`src/design/setpoint_ramp_consts.vh`:
```
// constants for the pushbutton setpoint ramp: offsets, resets, timing
`ifndef SETPOINT_RAMP_CONSTS_VH
`define SETPOINT_RAMP_CONSTS_VH

// ----------------------------------------
// timing
// ----------------------------------------
`define PCLK_HZ 10000000
`define MS_PER_S 1000
`define CYC_PER_MS (`PCLK_HZ / `MS_PER_S)
`define DEBOUNCE_MS 10
`define COMBO_HOLD_S 1
`define NV_IDLE_S 60
`define RAMP_MAX_S 60
`define RAMP_MAX_MS 16'hea60

// ----------------------------------------
// level format
// ----------------------------------------
`define LVL_W 16
`define LVL_FULL 16'hffff
`define FLOOR_SHIFT_V 2
`define FLOOR_SHIFT_I 2

// ----------------------------------------
// register offsets (byte addresses)
// ----------------------------------------
`define REG_CTRL 8'h00
`define REG_RISE 8'h04
`define REG_FALL 8'h08
`define REG_FLOOR 8'h0c
`define REG_CEIL 8'h10
`define REG_STATUS 8'h14
`define REG_LEVEL 8'h18
`define REG_HELD 8'h1c
`define REG_OUT 8'h20

// ----------------------------------------
// fields and reset values
// ----------------------------------------
`define CTRL_EXT_EN 0
`define CTRL_RST 1'b0
`define RISE_RST 16'h2710
`define FALL_RST 16'h2710
`define FLOOR_RST 16'h0000
`define CEIL_RST 16'hffff

`endif

```
`src/design/contact_debounce.v`:
```
// two-flop synchroniser and stability filter for one contact pin
`timescale 1ns/1ps
module contact_debounce #(
	parameter CNT_W = 20,
	parameter STABLE_CYCLES = 100000
) (
	input wire pclk, // system clock
	input wire presetn, // async reset, active low
	input wire raw, // contact pin, asynchronous
	output reg clean_ff // filtered level
);
	localparam [31:0] LAST_I = STABLE_CYCLES - 1;
	localparam [CNT_W-1:0] LAST = LAST_I[CNT_W-1:0];
	reg sync1_ff;
	reg sync2_ff;
	reg [CNT_W-1:0] cnt_ff;

	always @(posedge pclk or negedge presetn)
	begin
		if (!presetn)
		begin
			sync1_ff <= 1'b0;
			sync2_ff <= 1'b0;
			cnt_ff <= {CNT_W{1'b0}};
			clean_ff <= 1'b0;
		end
		else
		begin
			sync1_ff <= raw;
			sync2_ff <= sync1_ff;
			// new level must hold steady for the whole window
			if (sync2_ff == clean_ff)
				cnt_ff <= {CNT_W{1'b0}};
			else if (cnt_ff == LAST)
			begin
				cnt_ff <= {CNT_W{1'b0}};
				clean_ff <= sync2_ff;
			end
			else
				cnt_ff <= cnt_ff + 1'b1;
		end
	end
endmodule

```
`src/design/ramp_rate_gen.v`:
```
// step enable generator: full scale in time_ms milliseconds, linear
`timescale 1ns/1ps
`include "setpoint_ramp_consts.vh"
module ramp_rate_gen (
	input wire pclk, // system clock
	input wire presetn, // async reset, active low
	input wire run, // ramp active
	input wire [15:0] time_ms, // full-scale ramp time in ms
	output reg step_ff // one-cycle step enable
);
	localparam [31:0] CPM_I = `CYC_PER_MS;
	localparam [13:0] CPM = CPM_I[13:0];
	wire [29:0] period = {14'h0, time_ms} * {16'h0, CPM};
	reg [30:0] acc_ff;
	wire [30:0] sum = acc_ff + {15'h0, `LVL_FULL};
	wire hit = (sum >= {1'b0, period});

	always @(posedge pclk or negedge presetn)
	begin
		if (!presetn)
		begin
			acc_ff <= 31'h0;
			step_ff <= 1'b0;
		end
		else if (!run)
		begin
			acc_ff <= 31'h0;
			step_ff <= 1'b0;
		end
		else
		begin
			step_ff <= hit;
			// at one code per clock or faster the ramp saturates at the clock rate
			if (period <= {14'h0, `LVL_FULL})
				acc_ff <= 31'h0;
			else if (hit)
				acc_ff <= sum - {1'b0, period};
			else
				acc_ff <= sum;
		end
	end
endmodule

```
`src/design/pushbutton_setpoint_ramp.v`:
```
// pushbutton setpoint ramp: contacts, ramps, limits, scaling, memory, apb
`timescale 1ns/1ps
`include "setpoint_ramp_consts.vh"

// Function
// - raise/lower act only while enabled
// - enable open ramps down to floor
// - enable close ramps back to held value
// - raise held increases at rise rate
// - lower held decreases at fall rate
// - both held one second: instant minimum
// - combination reset works regardless of enable
// - all changes except the combination reset are linear ramps, max 60s
// - rise time full scale, 0 to 60s
// - fall time full scale, 0 to 60s
// - ceiling limits and stops increase
// - floor is minimum; ramps end there
// - output is fraction of external reference
// - jumper selects type; floor range shifted by 2 for either type
// - memory write after one minute unchanged
// - restore stored value as target at power-up
module pushbutton_setpoint_ramp #(
	parameter DEBOUNCE_CYCLES = `DEBOUNCE_MS * `CYC_PER_MS,
	parameter DEBOUNCE_W = 20,
	parameter COMBO_CYCLES = `COMBO_HOLD_S * `PCLK_HZ,
	parameter COMBO_W = 24,
	parameter NV_IDLE_CYCLES = `NV_IDLE_S * `PCLK_HZ,
	parameter NV_W = 30
) (
	input wire pclk, // system clock, 10 MHz
	input wire presetn, // async reset, active low
	input wire [7:0] paddr, // apb byte address
	input wire psel, // apb select
	input wire penable, // apb access phase
	input wire pwrite, // apb write
	input wire [31:0] pwdata, // apb write data
	output reg [31:0] prdata_ff, // apb read data
	output reg pready_ff, // apb ready
	output reg pslverr_ff, // apb error, unmapped address
	input wire raise_contact, // raise contact, high when closed
	input wire lower_contact, // lower contact, high when closed
	input wire enable_contact, // enable contact, high when closed
	input wire output_type_jumper, // 1 = current, 0 = voltage
	input wire [15:0] external_scale_input, // external reference level
	input wire nv_restore_valid, // one-cycle pulse, restored value valid
	input wire [15:0] nv_restore_data, // restored setpoint
	output reg [15:0] setpoint_out_ff, // level to output converter
	output reg output_type_ff, // type sent to output stage
	output reg nv_write_req_ff, // one-cycle memory write request
	output reg [15:0] nv_write_data_ff // value to store
);
	// ----------------------------------------
	// contact inputs
	// ----------------------------------------
	// the jumper is a strap but is filtered like a contact
	wire [3:0] pin_raw = {output_type_jumper, enable_contact, lower_contact, raise_contact};
	wire [3:0] pin_db;
	genvar gi;
	generate
		for (gi = 0; gi < 4; gi = gi + 1)
		begin : g_pin
			contact_debounce #(
				.CNT_W(DEBOUNCE_W),
				.STABLE_CYCLES(DEBOUNCE_CYCLES)
			) u_db (
				.pclk(pclk),
				.presetn(presetn),
				.raw(pin_raw[gi]),
				.clean_ff(pin_db[gi])
			);
		end
	endgenerate
	wire raise_db = pin_db[0];
	wire lower_db = pin_db[1];
	wire en_db = pin_db[2];
	wire type_db = pin_db[3];

	// ----------------------------------------
	// settings registers
	// ----------------------------------------
	reg ctrl_ff;
	reg [15:0] rise_ff;
	reg [15:0] fall_ff;
	reg [15:0] floor_ff;
	reg [15:0] ceil_ff;
	reg [15:0] held_ff;
	reg [15:0] level_ff;

	// ----------------------------------------
	// limits
	// ----------------------------------------
	wire [15:0] floor_v = floor_ff >> `FLOOR_SHIFT_V;
	wire [15:0] floor_i = floor_ff >> `FLOOR_SHIFT_I;
	wire [15:0] lo = type_db ? floor_i : floor_v;
	// a ceiling below the floor collapses the range onto the floor
	wire [15:0] hi = (ceil_ff < lo) ? lo : ceil_ff;
	wire [15:0] held_clamp = (held_ff > hi) ? hi : ((held_ff < lo) ? lo : held_ff);
	// a restored value outside the limits is pulled inside
	wire [15:0] rest_clamp = (nv_restore_data > hi) ? hi :
		((nv_restore_data < lo) ? lo : nv_restore_data);

	// ----------------------------------------
	// contact decode and combination reset
	// ----------------------------------------
	// both closed blocks either ramp for as long as both stay closed
	wire both = raise_db & lower_db;
	wire raise_on = raise_db & ~lower_db & en_db;
	wire lower_on = lower_db & ~raise_db & en_db;
	localparam [31:0] COMBO_LAST_I = COMBO_CYCLES - 1;
	localparam [COMBO_W-1:0] COMBO_LAST = COMBO_LAST_I[COMBO_W-1:0];
	reg [COMBO_W-1:0] combo_cnt_ff;
	reg combo_done_ff;
	wire combo_fire = both & ~combo_done_ff & (combo_cnt_ff == COMBO_LAST);

	always @(posedge pclk or negedge presetn)
	begin
		if (!presetn)
		begin
			combo_cnt_ff <= {COMBO_W{1'b0}};
			combo_done_ff <= 1'b0;
		end
		else if (!both)
		begin
			// either contact opening restarts the hold time
			combo_cnt_ff <= {COMBO_W{1'b0}};
			combo_done_ff <= 1'b0;
		end
		else
		begin
			if (combo_cnt_ff != COMBO_LAST)
				combo_cnt_ff <= combo_cnt_ff + 1'b1;
			if (combo_fire)
				combo_done_ff <= 1'b1;
		end
	end

	// ----------------------------------------
	// ramp rate generators
	// ----------------------------------------
	// held is the operator target, level is what leaves the block
	wire [15:0] target = en_db ? held_ff : lo;
	wire go_up = (level_ff < target);
	wire go_down = (level_ff > target);
	wire rise_step;
	wire fall_step;

	// one generator per direction so each keeps its own phase
	ramp_rate_gen u_rise (
		.pclk(pclk),
		.presetn(presetn),
		.run(raise_on | go_up),
		.time_ms(rise_ff),
		.step_ff(rise_step)
	);

	ramp_rate_gen u_fall (
		.pclk(pclk),
		.presetn(presetn),
		.run(lower_on | go_down),
		.time_ms(fall_ff),
		.step_ff(fall_step)
	);

	// ----------------------------------------
	// held setpoint and ramped level
	// ----------------------------------------
	// combination reset beats restore, restore beats the contacts
	reg [15:0] nxt_held;
	reg [15:0] nxt_level;

	always @*
	begin
		nxt_held = held_clamp;
		if (combo_fire)
			nxt_held = lo;
		else if (nv_restore_valid)
			nxt_held = rest_clamp;
		else if (raise_on && rise_step && held_clamp < hi)
			nxt_held = held_clamp + 16'h0001;
		else if (lower_on && fall_step && held_clamp > lo)
			nxt_held = held_clamp - 16'h0001;
	end

	always @*
	begin
		nxt_level = level_ff;
		if (combo_fire)
			nxt_level = lo;
		else if (go_up && rise_step)
			nxt_level = level_ff + 16'h0001;
		else if (go_down && fall_step)
			nxt_level = level_ff - 16'h0001;
	end

	always @(posedge pclk or negedge presetn)
	begin
		if (!presetn)
		begin
			held_ff <= 16'h0000;
			level_ff <= 16'h0000;
		end
		else
		begin
			held_ff <= nxt_held;
			level_ff <= nxt_level;
		end
	end

	// ----------------------------------------
	// output scaling
	// ----------------------------------------
	// full product kept; only the top half reaches the output
	wire [31:0] scaled = {16'h0, level_ff} * {16'h0, external_scale_input};

	always @(posedge pclk or negedge presetn)
	begin
		if (!presetn)
		begin
			setpoint_out_ff <= 16'h0000;
			output_type_ff <= 1'b0;
		end
		else
		begin
			// full-scale level passes nearly all of the reference
			setpoint_out_ff <= ctrl_ff ? scaled[31:16] : level_ff;
			output_type_ff <= type_db;
		end
	end

	// ----------------------------------------
	// non-volatile save after idle minute
	// ----------------------------------------
	localparam [31:0] NV_LAST_I = NV_IDLE_CYCLES - 1;
	localparam [NV_W-1:0] NV_LAST = NV_LAST_I[NV_W-1:0];
	reg [NV_W-1:0] nv_cnt_ff;
	reg [15:0] nv_prev_ff;
	// saved copy stops rewrites of an unchanged value
	reg [15:0] nv_saved_ff;

	always @(posedge pclk or negedge presetn)
	begin
		if (!presetn)
		begin
			nv_cnt_ff <= {NV_W{1'b0}};
			nv_prev_ff <= 16'h0000;
			nv_saved_ff <= 16'h0000;
			nv_write_req_ff <= 1'b0;
			nv_write_data_ff <= 16'h0000;
		end
		else
		begin
			nv_prev_ff <= held_ff;
			nv_write_req_ff <= 1'b0;
			if (nv_restore_valid)
			begin
				// restored value is already stored, no rewrite needed
				nv_saved_ff <= rest_clamp;
				nv_cnt_ff <= {NV_W{1'b0}};
			end
			else if (held_ff != nv_prev_ff)
				nv_cnt_ff <= {NV_W{1'b0}};
			else if (nv_cnt_ff != NV_LAST)
				nv_cnt_ff <= nv_cnt_ff + 1'b1;
			else if (held_ff != nv_saved_ff)
			begin
				nv_write_req_ff <= 1'b1;
				nv_write_data_ff <= held_ff;
				nv_saved_ff <= held_ff;
			end
		end
	end

	// ----------------------------------------
	// apb slave
	// ----------------------------------------
	// read data is latched at setup so the access sees it steady
	wire setup = psel & ~penable;
	wire wr_en = psel & penable & pready_ff & pwrite;
	wire [15:0] wd = pwdata[15:0];
	wire [15:0] wd_time = (wd > `RAMP_MAX_MS) ? `RAMP_MAX_MS : wd;
	reg [31:0] rd_mux;
	reg rd_err;

	always @*
	begin
		rd_mux = 32'h0000_0000;
		rd_err = 1'b0;
		case (paddr)
			`REG_CTRL: rd_mux = {31'h0, ctrl_ff};
			`REG_RISE: rd_mux = {16'h0, rise_ff};
			`REG_FALL: rd_mux = {16'h0, fall_ff};
			`REG_FLOOR: rd_mux = {16'h0, floor_ff};
			`REG_CEIL: rd_mux = {16'h0, ceil_ff};
			`REG_STATUS: rd_mux = {27'h0, both, type_db, en_db, lower_db, raise_db};
			`REG_LEVEL: rd_mux = {16'h0, level_ff};
			`REG_HELD: rd_mux = {16'h0, held_ff};
			`REG_OUT: rd_mux = {16'h0, setpoint_out_ff};
			default: rd_err = 1'b1;
		endcase
	end

	always @(posedge pclk or negedge presetn)
	begin
		if (!presetn)
		begin
			pready_ff <= 1'b0;
			pslverr_ff <= 1'b0;
			prdata_ff <= 32'h0000_0000;
			ctrl_ff <= `CTRL_RST;
			rise_ff <= `RISE_RST;
			fall_ff <= `FALL_RST;
			floor_ff <= `FLOOR_RST;
			ceil_ff <= `CEIL_RST;
		end
		else
		begin
			// no wait state: ready rises for the first access cycle
			pready_ff <= setup;
			if (setup)
			begin
				pslverr_ff <= rd_err;
				prdata_ff <= (pwrite || rd_err) ? 32'h0000_0000 : rd_mux;
			end
			else if (pready_ff)
			begin
				pslverr_ff <= 1'b0;
				prdata_ff <= 32'h0000_0000;
			end
			if (wr_en)
			begin
				case (paddr)
					`REG_CTRL: ctrl_ff <= pwdata[`CTRL_EXT_EN];
					`REG_RISE: rise_ff <= wd_time;
					`REG_FALL: fall_ff <= wd_time;
					`REG_FLOOR: floor_ff <= wd;
					`REG_CEIL: ceil_ff <= wd;
					default: ;
				endcase
			end
		end
	end
endmodule

```
`config.mk`:
```
export PLATFORM = sky130hd
export DESIGN_NAME = pushbutton_setpoint_ramp
export DESIGN_NICKNAME = d
export VERILOG_FILES = /design/src/design/contact_debounce.v /design/src/design/ramp_rate_gen.v /design/src/design/pushbutton_setpoint_ramp.v
export VERILOG_INCLUDE_DIRS = /design/src /design/src/design
export SDC_FILE = /design/constraint.sdc
export NUM_CORES = 2
export LEC_CHECK = 0
export BUFFER_PORTS_ARGS = -buffer_cell sky130_fd_sc_hd__buf_2
export CAP_MARGIN = 15
export CORE_ASPECT_RATIO = 1.5
export CORE_MARGIN = 1
export CORE_UTILIZATION = 35
export DETAILED_ROUTE_END_ITERATION = 8
export PLACE_DENSITY = 0.61
export SETUP_SLACK_MARGIN = 0.02
export SLEW_MARGIN = 20
export SYNTH_ARGS = -nofsm -noshare
export SYNTH_HDL_FRONTEND = slang
export SYNTH_SLANG_ARGS = --single-unit
export TNS_END_PERCENT = 50
```
`constraint.sdc`:
```
create_clock -name pclk -period 13.1 [get_ports pclk]
set_clock_uncertainty 0.05 [all_clocks]
set_input_delay 1.31 -clock pclk [delete_from_list [all_inputs] [get_ports pclk]]
set_output_delay 1.31 -clock pclk [all_outputs]
set_load 0.05 [all_outputs]
```
==> metrics <==
GRT Total Usage 20.0%; initial antenna violation count 3; ANT nets after route 0; Worst Path Class, Setup flip-flop to flip-flop; Min-Delay Path Class flip-flop to flip-flop; Core Region 110,000 sq um; YS warnings 0; H-tree Lvls 2; worst setup path startpoint floor_ff[7]$_DFFE_PN0P_; Avg WL per Cell between 15 and 20 um; CP max stage cell mux2i_1; initial cell density of the core a little over a third; max-cap viol count 0; die width between 200 and 300 um; busiest layer in global routing met2; CP Max Fanout 33; area leader, netlist dfrtp_1; layout cell share with drive strength beyond 1 a little under a tenth; wirelength, routed 111 mm; Area Overhead vs Synth 9.24%; area share of the largest cell type after synthesis 23.6%; min-delay src g_pin[0].u_db.sync1_ff$_DFF_PN0_; Final period util 76.9%; Total Nets Final 5,133; sequential share of the synthesized area between 20% and 30%; vias 31,000; crit path DAT 10.48 ns; DR vias/cell ~5.3; TritonCTS Buffers 42; setup TNS 0 ns; cell with the most instances after synthesis inv_1; clk sinks 392; Rows about 150; CP endpoint kind flip-flop; largest net degree at the start of global routing 73; Synth Register Bits 392; Clk pin slew, worst setup/hold paths 0.06 ns; CTS Hold Bufs 0; clock root buffer clkbuf_16; met3 usage around 2.1%; Critical Path Source Type flip-flop; DRT iter0 DRCs 1,806; first-pass GRT wire length approximately 180 mm; Post-synth top cells inv_1, nand2_1, ha_1; endpoints failing hold 0; count of final setup violators 0; Post-route DRC 52; Post-Syn Area per Cell 9.03 sq um; Slew Limit Fails 0; outcome finished, violations left; Post-DP HPWL just under 90 mm; top_reg_cell synth dfrtp_1; Post-CTS Resized 0; die area 112,000 sq um; Slew @ Worst Pin 1.08 ns; Min Hold Slack 0.300 ns; post-layout util 38.6%; Netlist Area Pre-Place 38,900 sq um; vias in the first global route 31,700; Tmin final 10.07 ns; clock latency on the worst-skew pair 0.61 ns; Post-synth EDFFs 0; CTS Buffer Depth 3; grt met1 use between 20% and 30%; RSZ-0062 raised after global routing no; CTS tree yes; failing checks design-rule violations; Crit path largest cell delay 0.79 ns; Mapped Cells 4,303; # port buffers 117; # fillers 11,000; Synth async-reset ratio 100%; Max Freq 99.3 MHz; Pre-Repair DR Iteration Count 9; Netlist cell types a little over 90; worst relative slew slack 27.5%; IO Count 150; total grt overflow 0; FF-to-FF Start floor_ff[7]$_DFFE_PN0P_; die height around 410 um; GR Util met2 between 30% and 40%; final RePlAce weighted congestion 0.969; postcts setup bufs 0; worst path required time 13.51 ns; synth top area cells dfrtp_1, ha_1, fa_1
==> critical path, delay by kind of cell (launching register included) <==
family	cells	cell delay, ns
AND/OR/NAND/NOR	7	1.81
buffers and inverters	2	0.75
XOR/XNOR	1	0.18
adder cells (fa/ha/maj)	3	1.11
flip-flops	1	0.53
AO/OA/AOI/OAI	17	4.08
multiplexers	2	1.39
==> final timing paths <==
kind | depth (start not counted) | endpoint | slack, ns
worst max-delay path | 32 | held_ff[4]$_DFF_PN0_ | 3.03
worst min-delay path | 0 | g_pin[0].u_db.sync2_ff$_DFF_PN0_ | 0.30
worst max register to register | 32 | held_ff[4]$_DFF_PN0_ | 3.03
worst min register to register | 0 | g_pin[0].u_db.sync2_ff$_DFF_PN0_ | 0.30
max in group asynchronous | 3 | nv_cnt_ff[15]$_DFFE_PN0P_ | 10.10
min in group asynchronous | 1 | g_pin[0].u_db.cnt_ff[16]$_DFF_PN0_ | 0.61
==> through the flow <==
stage | std cells | setup slack, ns | cell area [sq um]
2_1_floorplan | 4318 | 5.33 | 38900
3_3_place_gp | 5745 | 3.04 | 41000
3_5_place_dp | 5745 | 2.98 | 41000
4_1_cts | 5818 | 2.96 | 42400
5_1_grt | 5818 | 2.69 | 42400
6_report | 5826 | 3.03 | 42500
==> sequential cells by signal, indices dropped and copies added (netlist names), 24 cells and up <==
| name | count |
|---|---|
| combo_cnt_ff | 24 |
| g_pin.u_db.cnt_ff | 80 |
| nv_cnt_ff | 30 |
| u_fall.acc_ff | 31 |
| u_rise.acc_ff | 31 |
==> cells in the final DEF, fill, tap and decap left out, types with 21 or more instances in the layout <==
master | synthesis | routed
nand3_1 | 107 | 107
clkbuf_16 | 0 | 43
dfrtp_1 | 366 | 366
a21oi_1 | 191 | 190
nor4_1 | 30 | 28
buf_4 | 21 | 50
and3_1 | 36 | 36
nor2_1 | 359 | 359
o211ai_1 | 21 | 21
o21bai_1 | 24 | 23
nand4_1 | 67 | 67
dfstp_2 | 26 | 26
inv_1 | 499 | 499
mux2_2 | 100 | 100
nor2b_1 | 33 | 33
fa_1 | 266 | 266
nor3_1 | 73 | 70
and2_1 | 87 | 87
a21o_1 | 62 | 62
nand2_1 | 436 | 436
mux2i_1 | 80 | 80
buf_2 | 15 | 116
xor2_1 | 175 | 175
a22oi_1 | 41 | 41
ha_1 | 430 | 430
or3_1 | 24 | 24
o21a_1 | 34 | 34
o21ai_0 | 140 | 140
xnor2_1 | 155 | 155
nand2b_1 | 38 | 38
==> layer usage <==
metal	vias to the layer above	share of wire, %
li1	14600	-
met3	296	4.4
met5	-	0.032
met4	6	6.5
met2	718	51
met1	15400	38
==> area by class of cell <==
class	instances	area [sq um]	area share, %
Sequential cell	392	9840	23.2
Multi-Input combinational cell	3253	26500	62.5
Timing Repair Buffer	167	971	2.29
Clock buffer	53	1160	2.74
Inverter	499	1870	4.41
Clock inverter	20	279	0.657
Tap cell	1434	1790	4.23
Antenna cell	8	20.0	0.0471
==> cell families after synthesis <==
| family | after synthesis | share of synthesized area [%] |
|---|---|---|
| AND/OR/NAND/NOR | 1358 | 16.5 |
| adder cells (fa/ha/maj) | 698 | 27.6 |
| buffers and inverters | 673 | 6.81 |
| AO/OA/AOI/OAI | 669 | 11.3 |
| flip-flops | 392 | 25.3 |
| XOR/XNOR | 330 | 7.44 |
| multiplexers | 182 | 5.03 |
| other | 1 | 0.00965 |
Power is left out: the tool's default activity adds up to more than one toggle a clock period on the data nets, which glitch-free logic cannot reach.
